===== src/panel_params.svh =====
// timing counts, field limits and register offsets of the front panel menu controller
`ifndef PANEL_PARAMS_SVH
`define PANEL_PARAMS_SVH
`define CLK_PERIOD_NS 50
`define TICK_NS 1000000
`define SESSION_IDLE_MS 30000
`define GAIN_IDLE_MS 12000
`define LAMP_TEST_MS 1000
`define VERSION_SHOW_MS 1000
`define DEBOUNCE_MS 10
`define GAIN_MAX 6'h3c
`define GAIN_STEP_FINE 6'h02
`define GAIN_STEP_COARSE 6'h14
`define ADDR_MAX 5'h1f
`define ADDR_STEP_FINE 5'h01
`define ADDR_STEP_COARSE 5'h0a
`define CURSOR_RETURN 2'h2
`define SETTINGS_DEFAULT 16'h0004
`define REF_LABEL_INTERNAL 2'h0
`define REFERENCE_EXTERNAL_LABEL 2'h1
`define REF_LABEL_AUTO_EXT 2'h2
`define REF_LABEL_AUTO_INT 2'h3
`define REG_CTRL 8'h00
`define REG_STATUS 8'h04
`define REG_SAVED 8'h08
`define REG_LIVE 8'h0c
`define CTRL_MUTE_BIT 0
`define RESP_OKAY 2'h0
`define RESP_SLVERR 2'h2
`endif


===== src/panel_pkg.sv =====
// types shared by the front panel menu controller
package panel_pkg;
  typedef enum logic [4:0] {
    ST_LAMP = 5'h01, ST_VERSION = 5'h02, ST_NORMAL = 5'h04, ST_EDIT = 5'h08, ST_SAVE = 5'h10
  } state_e;
  typedef enum logic [2:0] {
    IT_GAIN = 3'h0, IT_REMOTE = 3'h1, IT_IFACE = 3'h2, IT_ADDR = 3'h3, IT_REF = 3'h4,
    IT_INVERT = 3'h5
  } item_e;
  typedef enum logic [1:0] {RM_INT = 2'h0, RM_EXT = 2'h1, RM_AUTO = 2'h2} ref_mode_e;
  typedef struct packed {
    logic [5:0] gain;
    logic remote;
    logic iface;
    logic [4:0] addr;
    ref_mode_e ref_mode;
    logic invert;
  } settings_s;
endpackage


===== src/front_panel_menu_control.sv =====
// front panel menu controller: switches, menu sequencing, settings, alarms, axi4-lite registers
`include "panel_params.svh"

module front_panel_menu_control #(
  parameter int unsigned TICK_CYCLES = `TICK_NS / `CLK_PERIOD_NS,
  parameter int unsigned SESSION_MS = `SESSION_IDLE_MS,
  parameter int unsigned GAIN_MS = `GAIN_IDLE_MS,
  parameter int unsigned LAMP_MS = `LAMP_TEST_MS,
  parameter int unsigned VERSION_MS = `VERSION_SHOW_MS,
  parameter int unsigned DEBOUNCE_MS = `DEBOUNCE_MS
) (
  input wire logic sys_clk,
  input wire logic reset,
  input wire logic sw_exec,
  input wire logic sw_left,
  input wire logic sw_right,
  input wire logic sw_up,
  input wire logic sw_down,
  input wire logic [1:0] lo_lock,
  input wire logic ext_level_ok,
  input wire logic [15:0] nv_rdata,
  output logic nv_write,
  output logic [15:0] nv_wdata,
  output logic [5:0] gain_atten,
  output logic remote_mode,
  output logic iface_sel,
  output logic [4:0] serial_addr,
  output logic invert_spectrum,
  output logic ref_sel_ext,
  output logic [1:0] ref_label,
  output logic alarm_out,
  output logic alarm_led,
  output logic remote_led,
  output logic mute_led,
  output logic [4:0] display_state,
  output logic [2:0] menu_item,
  output logic [1:0] cursor_pos,
  output logic save_answer_yes,
  input wire logic [7:0] s_axi_awaddr,
  input wire logic s_axi_awvalid,
  output logic s_axi_awready,
  input wire logic [31:0] s_axi_wdata,
  input wire logic [3:0] s_axi_wstrb,
  input wire logic s_axi_wvalid,
  output logic s_axi_wready,
  output logic [1:0] s_axi_bresp,
  output logic s_axi_bvalid,
  input wire logic s_axi_bready,
  input wire logic [7:0] s_axi_araddr,
  input wire logic s_axi_arvalid,
  output logic s_axi_arready,
  output logic [31:0] s_axi_rdata,
  output logic [1:0] s_axi_rresp,
  output logic s_axi_rvalid,
  input wire logic s_axi_rready
);
  localparam int SW_EXEC = 0;
  localparam int SW_LEFT = 1;
  localparam int SW_RIGHT = 2;
  localparam int SW_UP = 3;
  localparam int SW_DOWN = 4;
  localparam logic [14:0] DIV_LAST = 15'(TICK_CYCLES - 1);
  localparam logic [14:0] SES_LAST = 15'(SESSION_MS - 1);
  localparam logic [14:0] GAIN_LAST = 15'(GAIN_MS - 1);
  localparam logic [14:0] LAMP_LAST = 15'(LAMP_MS - 1);
  localparam logic [14:0] VER_LAST = 15'(VERSION_MS - 1);
  localparam logic [3:0] DB_LAST = 4'(DEBOUNCE_MS - 1);

  typedef struct packed {
    panel_pkg::state_e st;
    panel_pkg::item_e item;
    logic [1:0] cur;
    logic yes;
    panel_pkg::settings_s live;
    panel_pkg::settings_s saved;
    logic loaded;
    logic nv_write;
    logic [14:0] div;
    logic tick;
    logic [14:0] tm;
    logic [4:0] sw_db;
    logic [4:0][3:0] db_cnt;
    logic [4:0] ev;
    logic mute;
    logic alarm;
    logic reference_external_label;
    logic [1:0] ref_label;
    logic awready;
    logic wready;
    logic [7:0] waddr;
    logic [31:0] wdat;
    logic [3:0] wstb;
    logic bvalid;
    logic [1:0] bresp;
    logic arready;
    logic rvalid;
    logic [31:0] rdata;
    logic [1:0] rresp;
  } ctl_s;

  ctl_s q;
  ctl_s next_q;
  logic [4:0] raw;
  logic timeout_hit;
  logic [5:0] gstep;
  logic [4:0] astep;

  assign raw = {sw_down, sw_up, sw_right, sw_left, sw_exec};
  assign timeout_hit = (q.tm == SES_LAST) || (q.item == panel_pkg::IT_GAIN && q.tm == GAIN_LAST);
  assign gstep = (q.cur == 2'h0) ? `GAIN_STEP_COARSE : `GAIN_STEP_FINE;
  assign astep = (q.cur == 2'h0) ? `ADDR_STEP_COARSE : `ADDR_STEP_FINE;

  always_comb begin
    next_q = q;
    next_q.tick = 1'b0;
    next_q.ev = 5'h00;
    next_q.nv_write = 1'b0;
    // one millisecond enable paces debounce and every panel timer
    if (q.div == DIV_LAST) begin
      next_q.div = 15'h0000;
      next_q.tick = 1'b1;
    end else begin
      next_q.div = q.div + 15'h0001;
    end
    for (int i = 0; i < 5; i++) begin
      if (q.tick) begin
        if (raw[i] == q.sw_db[i]) begin
          next_q.db_cnt[i] = 4'h0;
        end else if (q.db_cnt[i] == DB_LAST) begin
          next_q.sw_db[i] = raw[i];
          next_q.db_cnt[i] = 4'h0;
          next_q.ev[i] = raw[i];
        end else begin
          next_q.db_cnt[i] = q.db_cnt[i] + 4'h1;
        end
      end
    end
    // idle timer restarts on any actuation and on every state change
    if (|q.ev) begin
      next_q.tm = 15'h0000;
    end else if (q.tick && q.tm != 15'h7fff) begin
      next_q.tm = q.tm + 15'h0001;
    end

    unique case (q.st)
      panel_pkg::ST_LAMP: begin
        if (!q.loaded) begin
          next_q.loaded = 1'b1;
          next_q.live = panel_pkg::settings_s'(nv_rdata);
          next_q.saved = panel_pkg::settings_s'(nv_rdata);
        end
        if (q.tm == LAMP_LAST) begin
          next_q.st = panel_pkg::ST_VERSION;
          next_q.tm = 15'h0000;
        end
      end
      panel_pkg::ST_VERSION: begin
        if (q.tm == VER_LAST) begin
          next_q.st = panel_pkg::ST_NORMAL;
          next_q.tm = 15'h0000;
        end
      end
      panel_pkg::ST_NORMAL: begin
        if (q.ev[SW_EXEC]) begin
          next_q.st = panel_pkg::ST_EDIT;
          next_q.item = panel_pkg::IT_GAIN;
          next_q.cur = 2'h0;
          next_q.tm = 15'h0000;
        end
      end
      panel_pkg::ST_EDIT: begin
        if (timeout_hit) begin
          next_q.live = q.saved;
          next_q.st = panel_pkg::ST_NORMAL;
          next_q.tm = 15'h0000;
        end else if (q.ev[SW_EXEC]) begin
          next_q.tm = 15'h0000;
          next_q.cur = 2'h0;
          if (q.cur == `CURSOR_RETURN || q.item == panel_pkg::IT_INVERT) begin
            next_q.st = panel_pkg::ST_SAVE;
            next_q.yes = 1'b0;
          end else begin
            next_q.item = panel_pkg::item_e'(q.item + 3'h1);
          end
        end else if (q.ev[SW_LEFT] || q.ev[SW_RIGHT]) begin
          if (q.ev[SW_LEFT] && q.cur != 2'h0) begin
            next_q.cur = q.cur - 2'h1;
          end else if (q.ev[SW_RIGHT] && q.cur != `CURSOR_RETURN) begin
            next_q.cur = q.cur + 2'h1;
          end
        end else if ((q.ev[SW_UP] || q.ev[SW_DOWN]) && q.cur != `CURSOR_RETURN) begin
          unique case (q.item)
            panel_pkg::IT_GAIN: begin
              // gain code is attenuation in half-dB units; edits reach the rf path at once
              if (q.ev[SW_UP]) begin
                next_q.live.gain = (q.live.gain > `GAIN_MAX - gstep) ? `GAIN_MAX
                                   : q.live.gain + gstep;
              end else begin
                next_q.live.gain = (q.live.gain < gstep) ? 6'h00
                                   : q.live.gain - gstep;
              end
            end
            panel_pkg::IT_REMOTE: next_q.live.remote = !q.live.remote;
            panel_pkg::IT_IFACE: next_q.live.iface = !q.live.iface;
            panel_pkg::IT_ADDR: begin
              if (q.ev[SW_UP]) begin
                next_q.live.addr = (q.live.addr > `ADDR_MAX - astep) ? `ADDR_MAX
                                   : q.live.addr + astep;
              end else begin
                next_q.live.addr = (q.live.addr < astep) ? 5'h00
                                   : q.live.addr - astep;
              end
            end
            panel_pkg::IT_REF: begin
              next_q.live.ref_mode = (q.live.ref_mode == panel_pkg::RM_INT) ? panel_pkg::RM_EXT
                                   : (q.live.ref_mode == panel_pkg::RM_EXT) ? panel_pkg::RM_AUTO
                                   : panel_pkg::RM_INT;
            end
            panel_pkg::IT_INVERT: next_q.live.invert = !q.live.invert;
            default: next_q.item = panel_pkg::IT_GAIN;
          endcase
        end
      end
      panel_pkg::ST_SAVE: begin
        if (q.tm == SES_LAST) begin
          next_q.live = q.saved;
          next_q.st = panel_pkg::ST_NORMAL;
          next_q.tm = 15'h0000;
        end else if (q.ev[SW_EXEC]) begin
          next_q.st = panel_pkg::ST_NORMAL;
          next_q.tm = 15'h0000;
          if (q.yes) begin
            next_q.saved = q.live;
            next_q.nv_write = 1'b1;
          end else begin
            next_q.live = q.saved;
          end
        end else if (q.ev[SW_UP] || q.ev[SW_DOWN]) begin
          next_q.yes = !q.yes;
        end
      end
      default: next_q.st = panel_pkg::ST_NORMAL;
    endcase

    next_q.alarm = (lo_lock != 2'h3);
    // an undefined stored mode code behaves as internal
    next_q.reference_external_label = (q.live.ref_mode == panel_pkg::RM_EXT)
                     || (q.live.ref_mode == panel_pkg::RM_AUTO && ext_level_ok);
    if (q.live.ref_mode == panel_pkg::RM_EXT) begin
      next_q.ref_label = `REFERENCE_EXTERNAL_LABEL;
    end else if (q.live.ref_mode == panel_pkg::RM_AUTO) begin
      next_q.ref_label = ext_level_ok ? `REF_LABEL_AUTO_EXT : `REF_LABEL_AUTO_INT;
    end else begin
      next_q.ref_label = `REF_LABEL_INTERNAL;
    end

    // write channel: address and data held independently, answered once both are in
    if (q.awready && s_axi_awvalid) begin
      next_q.awready = 1'b0;
      next_q.waddr = s_axi_awaddr;
    end
    if (q.wready && s_axi_wvalid) begin
      next_q.wready = 1'b0;
      next_q.wdat = s_axi_wdata;
      next_q.wstb = s_axi_wstrb;
    end
    if (!q.awready && !q.wready && !q.bvalid) begin
      next_q.bvalid = 1'b1;
      if (q.waddr == `REG_CTRL) begin
        next_q.bresp = `RESP_OKAY;
        if (q.wstb[0]) begin
          next_q.mute = q.wdat[`CTRL_MUTE_BIT];
        end
      end else begin
        next_q.bresp = `RESP_SLVERR;
      end
    end
    if (q.bvalid && s_axi_bready) begin
      next_q.bvalid = 1'b0;
      next_q.awready = 1'b1;
      next_q.wready = 1'b1;
    end
    if (q.arready && s_axi_arvalid) begin
      next_q.arready = 1'b0;
      next_q.rvalid = 1'b1;
      next_q.rresp = `RESP_OKAY;
      unique case (s_axi_araddr)
        `REG_CTRL: next_q.rdata = {31'h00000000, q.mute};
        `REG_STATUS: next_q.rdata = {19'h00000, q.reference_external_label, q.alarm, q.yes, q.cur, q.item, q.st};
        `REG_SAVED: next_q.rdata = {16'h0000, q.saved};
        `REG_LIVE: next_q.rdata = {16'h0000, q.live};
        default: begin
          next_q.rdata = 32'h00000000;
          next_q.rresp = `RESP_SLVERR;
        end
      endcase
    end
    if (q.rvalid && s_axi_rready) begin
      next_q.rvalid = 1'b0;
      next_q.arready = 1'b1;
    end
  end

  always_ff @(posedge sys_clk) begin
    if (reset) begin
      q <= '0;
      q.st <= panel_pkg::ST_LAMP;
      q.live <= `SETTINGS_DEFAULT;
      q.saved <= `SETTINGS_DEFAULT;
      q.alarm <= 1'b1;
      q.awready <= 1'b1;
      q.wready <= 1'b1;
      q.arready <= 1'b1;
    end else begin
      q <= next_q;
    end
  end

  assign nv_write = q.nv_write;
  assign nv_wdata = q.saved;
  assign gain_atten = q.live.gain;
  assign remote_mode = q.live.remote;
  assign iface_sel = q.live.iface;
  assign serial_addr = q.live.addr;
  assign invert_spectrum = q.live.invert;
  assign ref_sel_ext = q.reference_external_label;
  assign ref_label = q.ref_label;
  assign alarm_out = q.alarm;
  assign alarm_led = q.alarm;
  assign remote_led = q.live.remote;
  assign mute_led = q.mute;
  assign display_state = q.st;
  assign menu_item = q.item;
  assign cursor_pos = q.cur;
  assign save_answer_yes = q.yes;
  assign s_axi_awready = q.awready;
  assign s_axi_wready = q.wready;
  assign s_axi_bvalid = q.bvalid;
  assign s_axi_bresp = q.bresp;
  assign s_axi_arready = q.arready;
  assign s_axi_rvalid = q.rvalid;
  assign s_axi_rdata = q.rdata;
  assign s_axi_rresp = q.rresp;

  // checks
  logic commit_req;
  logic edit_go;
  logic horiz;
  assign commit_req = q.st == panel_pkg::ST_SAVE && q.ev[SW_EXEC] && q.yes && q.tm != SES_LAST;
  assign edit_go = q.st == panel_pkg::ST_EDIT && !timeout_hit && !q.ev[SW_EXEC];
  assign horiz = q.ev[SW_LEFT] || q.ev[SW_RIGHT];
endmodule


===== config.mk =====
export PLATFORM = sky130hd
export DESIGN_NAME = front_panel_menu_control
export DESIGN_NICKNAME = d
export VERILOG_FILES = /design/src/panel_pkg.sv /design/src/front_panel_menu_control.sv
export VERILOG_INCLUDE_DIRS = /design/src
export SDC_FILE = /design/constraint.sdc
export NUM_CORES = 1
export LEC_CHECK = 0
export ABC_AREA = 0
export BUFFER_PORTS_ARGS = -buffer_cell sky130_fd_sc_hd__buf_2
export CORE_MARGIN = 5
export CORE_UTILIZATION = 50
export DETAILED_ROUTE_END_ITERATION = 10
export HOLD_SLACK_MARGIN = 0.1
export PLACE_DENSITY = 0.82
export SETUP_SLACK_MARGIN = 0.2
export SYNTH_ARGS = -nofsm -noshare
export SYNTH_HDL_FRONTEND = slang
export SYNTH_SLANG_ARGS = --single-unit
export TNS_END_PERCENT = 50

===== constraint.sdc =====
create_clock -name sys_clk -period 3 [get_ports sys_clk]
set_input_delay 0.15 -clock sys_clk [delete_from_list [all_inputs] [get_ports sys_clk]]
set_output_delay 0.15 -clock sys_clk [all_outputs]
set_load 0.01 [all_outputs]

# Yosys cells after proc, flatten, opt, wreduce, memory -nomap -nowiden
# Cells that the tools add are included.
# Widths: inputs -> output; s select.
# word_totals
regBits	162
output_inout_bits	90
# classes
add_sub_neg	16
n_lt_le_gt_ge	4
n_eq_ne	62
mux	77
bitwise	14
n_reduce_logical	66
# ops
operator	n
$mux 16	7
$mux 15	6
$mux 5	13
$pmux 16 s4	1
$pmux 15 s4	1
$reduce_and 7->1	8
$pmux 16 s3	1
$mux 4	11
$ne 3x3->1 const B	13
$mux 33	1
$mux 32	1
$pmux 16 s2	1
$add 15x1->15 const B	2
$eq 15x15->1 const B	2
$mux 6	5
$reduce_or 4->1	7
$ne 2x2->1 const B	13
$pmux 5 s5	1
$add 4x1->4 const B	5
$eq 4x4->1 const B	5
$reduce_and 3->1	6
$eq 8x4->1 const B	2
$logic_not 8->1	2
$mux 2	8
other kinds (50)	117

# Depth between registers and ports, before layout
# depth
depth_word	12
mapped_depth	11
ltp_nobuf	10

# Worst setup path before layout
# No wires, ideal clock.
# synth_path
kind	register -> register
from	register q, in the netlist cursor_pos[0]
to	register q, in the netlist gain_atten[5]
setup_ns	0.131
t_arrival_ns	2.497
required_ns	2.869
slack_ns	0.372
stages_incl_launch_ff	12
path_buffers	1
path_cell_list	dfxtp_1 clkbuf_1 or2_2 ha_1 inv_1 fa_1 o21ai_0 a21oi_1 a311oi_1 a211oi_1 a2111oi_0 o32ai_1
# synth_via
elab_chain_len	12
word_cells_on_any_way	20
# synth_rtl
element	line	text
start, declared	front_panel_menu_control.sv:101	ctl_s q;
start signal, assigned	front_panel_menu_control.sv:315	q <= next_q;
$logic_not 2->1	front_panel_menu_control.sv:110	assign gstep = (q.cur == 2'h0) ? `GAIN_STEP_COARSE : `GAIN_STEP_FINE;
$mux 5 (no source line)	-	
$sub 6x5->6 (no source line)	-	
$gt 6x6->1	front_panel_menu_control.sv:196	next_q.live.gain = (q.live.gain > `GAIN_MAX - gstep) ? `GAIN_MAX
$mux 6	front_panel_menu_control.sv:196	
$mux 6	front_panel_menu_control.sv:195	if (q.ev[SW_UP]) begin
$mux 6	front_panel_menu_control.sv:192	unique case (q.item)
$mux 16	front_panel_menu_control.sv:191	end else if ((q.ev[SW_UP] || q.ev[SW_DOWN]) && q.cur != `CURSOR_RETURN) begin
$mux 16	front_panel_menu_control.sv:185	end else if (q.ev[SW_LEFT] || q.ev[SW_RIGHT]) begin
$mux 16	front_panel_menu_control.sv:176	end else if (q.ev[SW_EXEC]) begin
$mux 16	front_panel_menu_control.sv:172	if (timeout_hit) begin
$pmux 16 s3	front_panel_menu_control.sv:145	unique case (q.st)
# Parallel ways exist; a longest one is shown, timed or not. The select of a mux whose other input is x is not followed.
# A chain may end at the register's enable or synchronous reset.

# Worst setup path in the final report
# layout_path
from	register q[130] (netlist bit)
to	register q, in the netlist gain_atten[5]
# layout_via
elab_chain_len	5
word_cells_on_any_way	13
# layout_rtl
element	line	text
$eq 15x14->1	front_panel_menu_control.sv:109	assign timeout_hit = (q.tm == SES_LAST) || (q.item == panel_pkg::IT_GAIN && q.tm == GAIN_LAST);
$logic_and 1x1->1	front_panel_menu_control.sv:109	
$logic_or 1x1->1	front_panel_menu_control.sv:109	
$ne 3x3->1 (no source line) or $mux 16 (tied branches)	-	
$reduce_and 7->1 (no source line) or $pmux 16 s3 (tied branches)	-	
# Parallel ways exist; a longest one is shown, timed or not.

==> flow_summary.toml <==
[outcome]
status = "complete, no violations"

[sta]
report.final.slew_viol_count = 0
grt_setup_unrepaired = "yes"
layout_min_cycle_time_ns = 2.729
period_share_pct = 90.96
skew_ns = 0.01235
setup_tns_ns = 0
hold_viol_final = 0
setup_viol_count_final = 0
clock.fmax_mhz = 366.4
slew_headroom_pct = 42.15
worst_pin_slew_ns = 0.8637

[placed_design]
dp.cells = 1341
gp_congestion = 0.9112
port_buffers = 120
hpwl_mm = 16.48
placed_area_um2 = 9031

[cells_and_area]
layout_commonest_cell = "dfxtp_1"
finalNetCount = 1300
final_cells = 1420
layout_common_cells = "dfxtp_1 (144), nor2_1 (137), buf_2 (119)"
fin_area_um2 = 10100
area_delta_synth_final_pct = 15.94
diodes = 0
drive_above_1_share_pct = 17.24
final_util_pct = 58.81

[logic_synthesis]
synth_cell_type_count = 72
synthArstFlopShare_pct = 0
synthCells = 1090
ys_warn_count = 0
syn_area_um2 = 8713
synth_edf_count = 0
synthFlopType = "dfxtp_1"
ys_seq_elements = 144
syn_avg_cell_area_um2 = 7.994
ys_seq_area_share_pct = 33.08

[pwr]
p_clk_share_pct = 32.5
seq_power_share_pct = 38.5
ir_worst_vdd_mv = 0.4413
p_sw_mw = 2.460
internal-power_mw = 4.116
combPwrFrac_pct = 29.0
powerDensity_nw_per_um2 = 651.0
swShare_pct = 37.41
p_leak_nw = 4.083

[routing]
wl_per_cell_um = 17.94
wl_met2_mm = 12.15
drcViolationCount = 0
drt_pass1_iterations = 7
drt-initial-drc-count = 940
routed_wl_mm = 25.48
dr_wl_met3_mm = 2.478
met1Wirelength_mm = 9.692
via_count = 8467
vias_per_cell = 5.963
ant_nets = 0
top_layer_used = "met4"

[clocking]
path_clk_slew_ns = 0.07
cts.htree.levels = 4
cts_tree = "built"
worstSkewPairLatency_ns = 0.44
cts_buffer_depth = 2
cts.sinks = 144
cts_root_buf = "clkbuf_16"
numCtsBuffers = 17

[grt]
grt_pass1_vias = 8021
grt_pass1_wl_mm = 40.37
grt_max_degree = 80
grt_usage_pct = 24.64
antenna_found_initial = 0
grt-ovfl-total = 0

[worst_setup_path]
arrival_ns = 3.04
r2r_slack_ns = 0.27
crit_type = "flip-flop to flip-flop"
start_kind = "flip-flop"
path_cells = "or4b_4 > or4_4 > o211ai_1 > buf_4 > a211oi_1 > a2111oi_0 > o32ai_1"
end_kind = "flip-flop"
crit_path_top_delay_cell = "or4_4"
crit_fanout = 10
cp_top_family = "simple AND/OR/NAND/NOR gates"
crit_buf_inv = 1
cpPeakStageDelay_ns = 0.62
crit_required_ns = 3.31

[die]
start_util_pct = 50.73
fp.dieW_um = 142.0
die_area_um2 = 20170
chipHeight_um = 142.0
core_area_um2 = 17180
io_pins = 173
num_rows = 48

[flow_run]
cap_violations = 0

[min_path]
hold_path_class = "primary input to flip-flop"
-- final timing paths --
| kind | start | end | depth (start not counted) |
|---|---|---|---|
| worst min-delay path | nv_rdata[10] | nv_wdata[10] | 3 |
| worst max register to register | q[130] | gain_atten[5] | 7 |
| worst max-delay path | q[130] | gain_atten[5] | 7 |
| worst min register to register | q[136] | q[136] | 1 |
-- cells by family after synthesis --
kind of cell / Yosys count / share of synthesized area [%]
other: 1 / 0.04304
xor gates and xnor gates: 38 / 3.820
adders and majority gates: 35 / 5.370
DFF: 144 / 33.08
muxes: 39 / 4.810
AOI/OAI and AO/OA: 249 / 18.80
buffers and inverters: 184 / 11.49
and+or+nand+nor: 400 / 22.59
-- final cells by class --
cell class	count	area, um2
Sequential cell	144	2883
Clock buffer	17	425.4
Tap cell	225	281.5
Fill cell	1459	7074
Inverter	49	183.9
Multi-Input combinational cell	779	4911
Timing Repair Buffer	191	1249
Clock inverter	15	168.9
-- synth_stat cells (8+ instances only) --
library cell  instances  area, um2
xor2_1               25      219.0
nor3_1               21      105.1
dfxtp_1             144       2883
nor4_1               14      87.58
nor2b_1              11      68.82
o21ai_0              47      235.2
a221oi_1             11      96.34
nand3_1              43      215.2
a21oi_1              85      425.4
nor3b_1              16      120.1
nand2b_1             10      62.56
nand4_1               8      50.05
a22oi_1              15      112.6
nand3b_1              8      60.06
o32ai_1              10      87.58
a211oi_1             12      90.09
nor2_1              138      518.0
clkbuf_1             47      176.4
xnor2_1              13      113.9
buf_4                77      578.1
or3_1                 8      50.05
and3_1               23      143.9
o211ai_1             11      82.58
inv_1                48      180.2
mux2_2               13      146.4
ha_1                 31      387.9
mux2i_1              25      250.2
nand2_1              76      285.3
-- sequential cells by signal, summed over array words and instances, names as in the netlist, 3 cells and up --
register,count
nv_wdata,16
menu_item,3
serial_addr,5
display_state,5
s_axi_rdata,16
gain_atten,6
q,74
-- timing repair --
| action | 4_1_cts | 5_1_grt |
|---|---|---|
| resized for setup | 1 | 3 |
| hold endpoints to repair | 44 | 0 |
| setup endpoints to repair | 8 | 31 |
| pin swaps | 0 | 1 |
| setup buffers | 0 | 2 |
| hold buffers | 45 | 0 |
| cloned | 0 | 0 |
-- per-layer routing --
layer  global-route usage, %  up-vias
met5                       0        -
met1                   30.15     3883
met2                   41.22      495
met4                   11.11        0
met3                   5.847      116
li1                        -     3973
-- power by group through the flow --
stage	sequential [mW]	combinational, mW	clock (mW)
floorplan	2.39	1.52	0
global placement	2.53	1.72	0
detailed placement	2.54	1.75	0
CTS	2.49	1.82	2.15
global route	2.55	2.06	2.23
finish	2.53	1.90	2.14
-- worst reg2reg max path: cells and delay by family (launching register included) --
family | cells | cell delay [ns]
AOI/OAI and AO/OA | 4 | 0.89
and+or+nand+nor | 2 | 1.13
buffers and inverters | 1 | 0.19
DFF | 1 | 0.40
-- metrics by stage --
step | worst slack [ns] | power [mW] | hold WS [ns]
3_5_place_dp | 0.1540 | 4.290 | 0.3458
6_report | 0.2711 | 6.577 | 0.1298
3_3_place_gp | 0.2004 | 4.248 | 0.3382
2_1_floorplan | 0.3717 | 3.911 | 0.2339
5_1_grt | 0.1410 | 6.838 | 0.1498
4_1_cts | 0.1944 | 6.461 | 0.1060
Note: power is estimated with default switching activity, not from simulation.
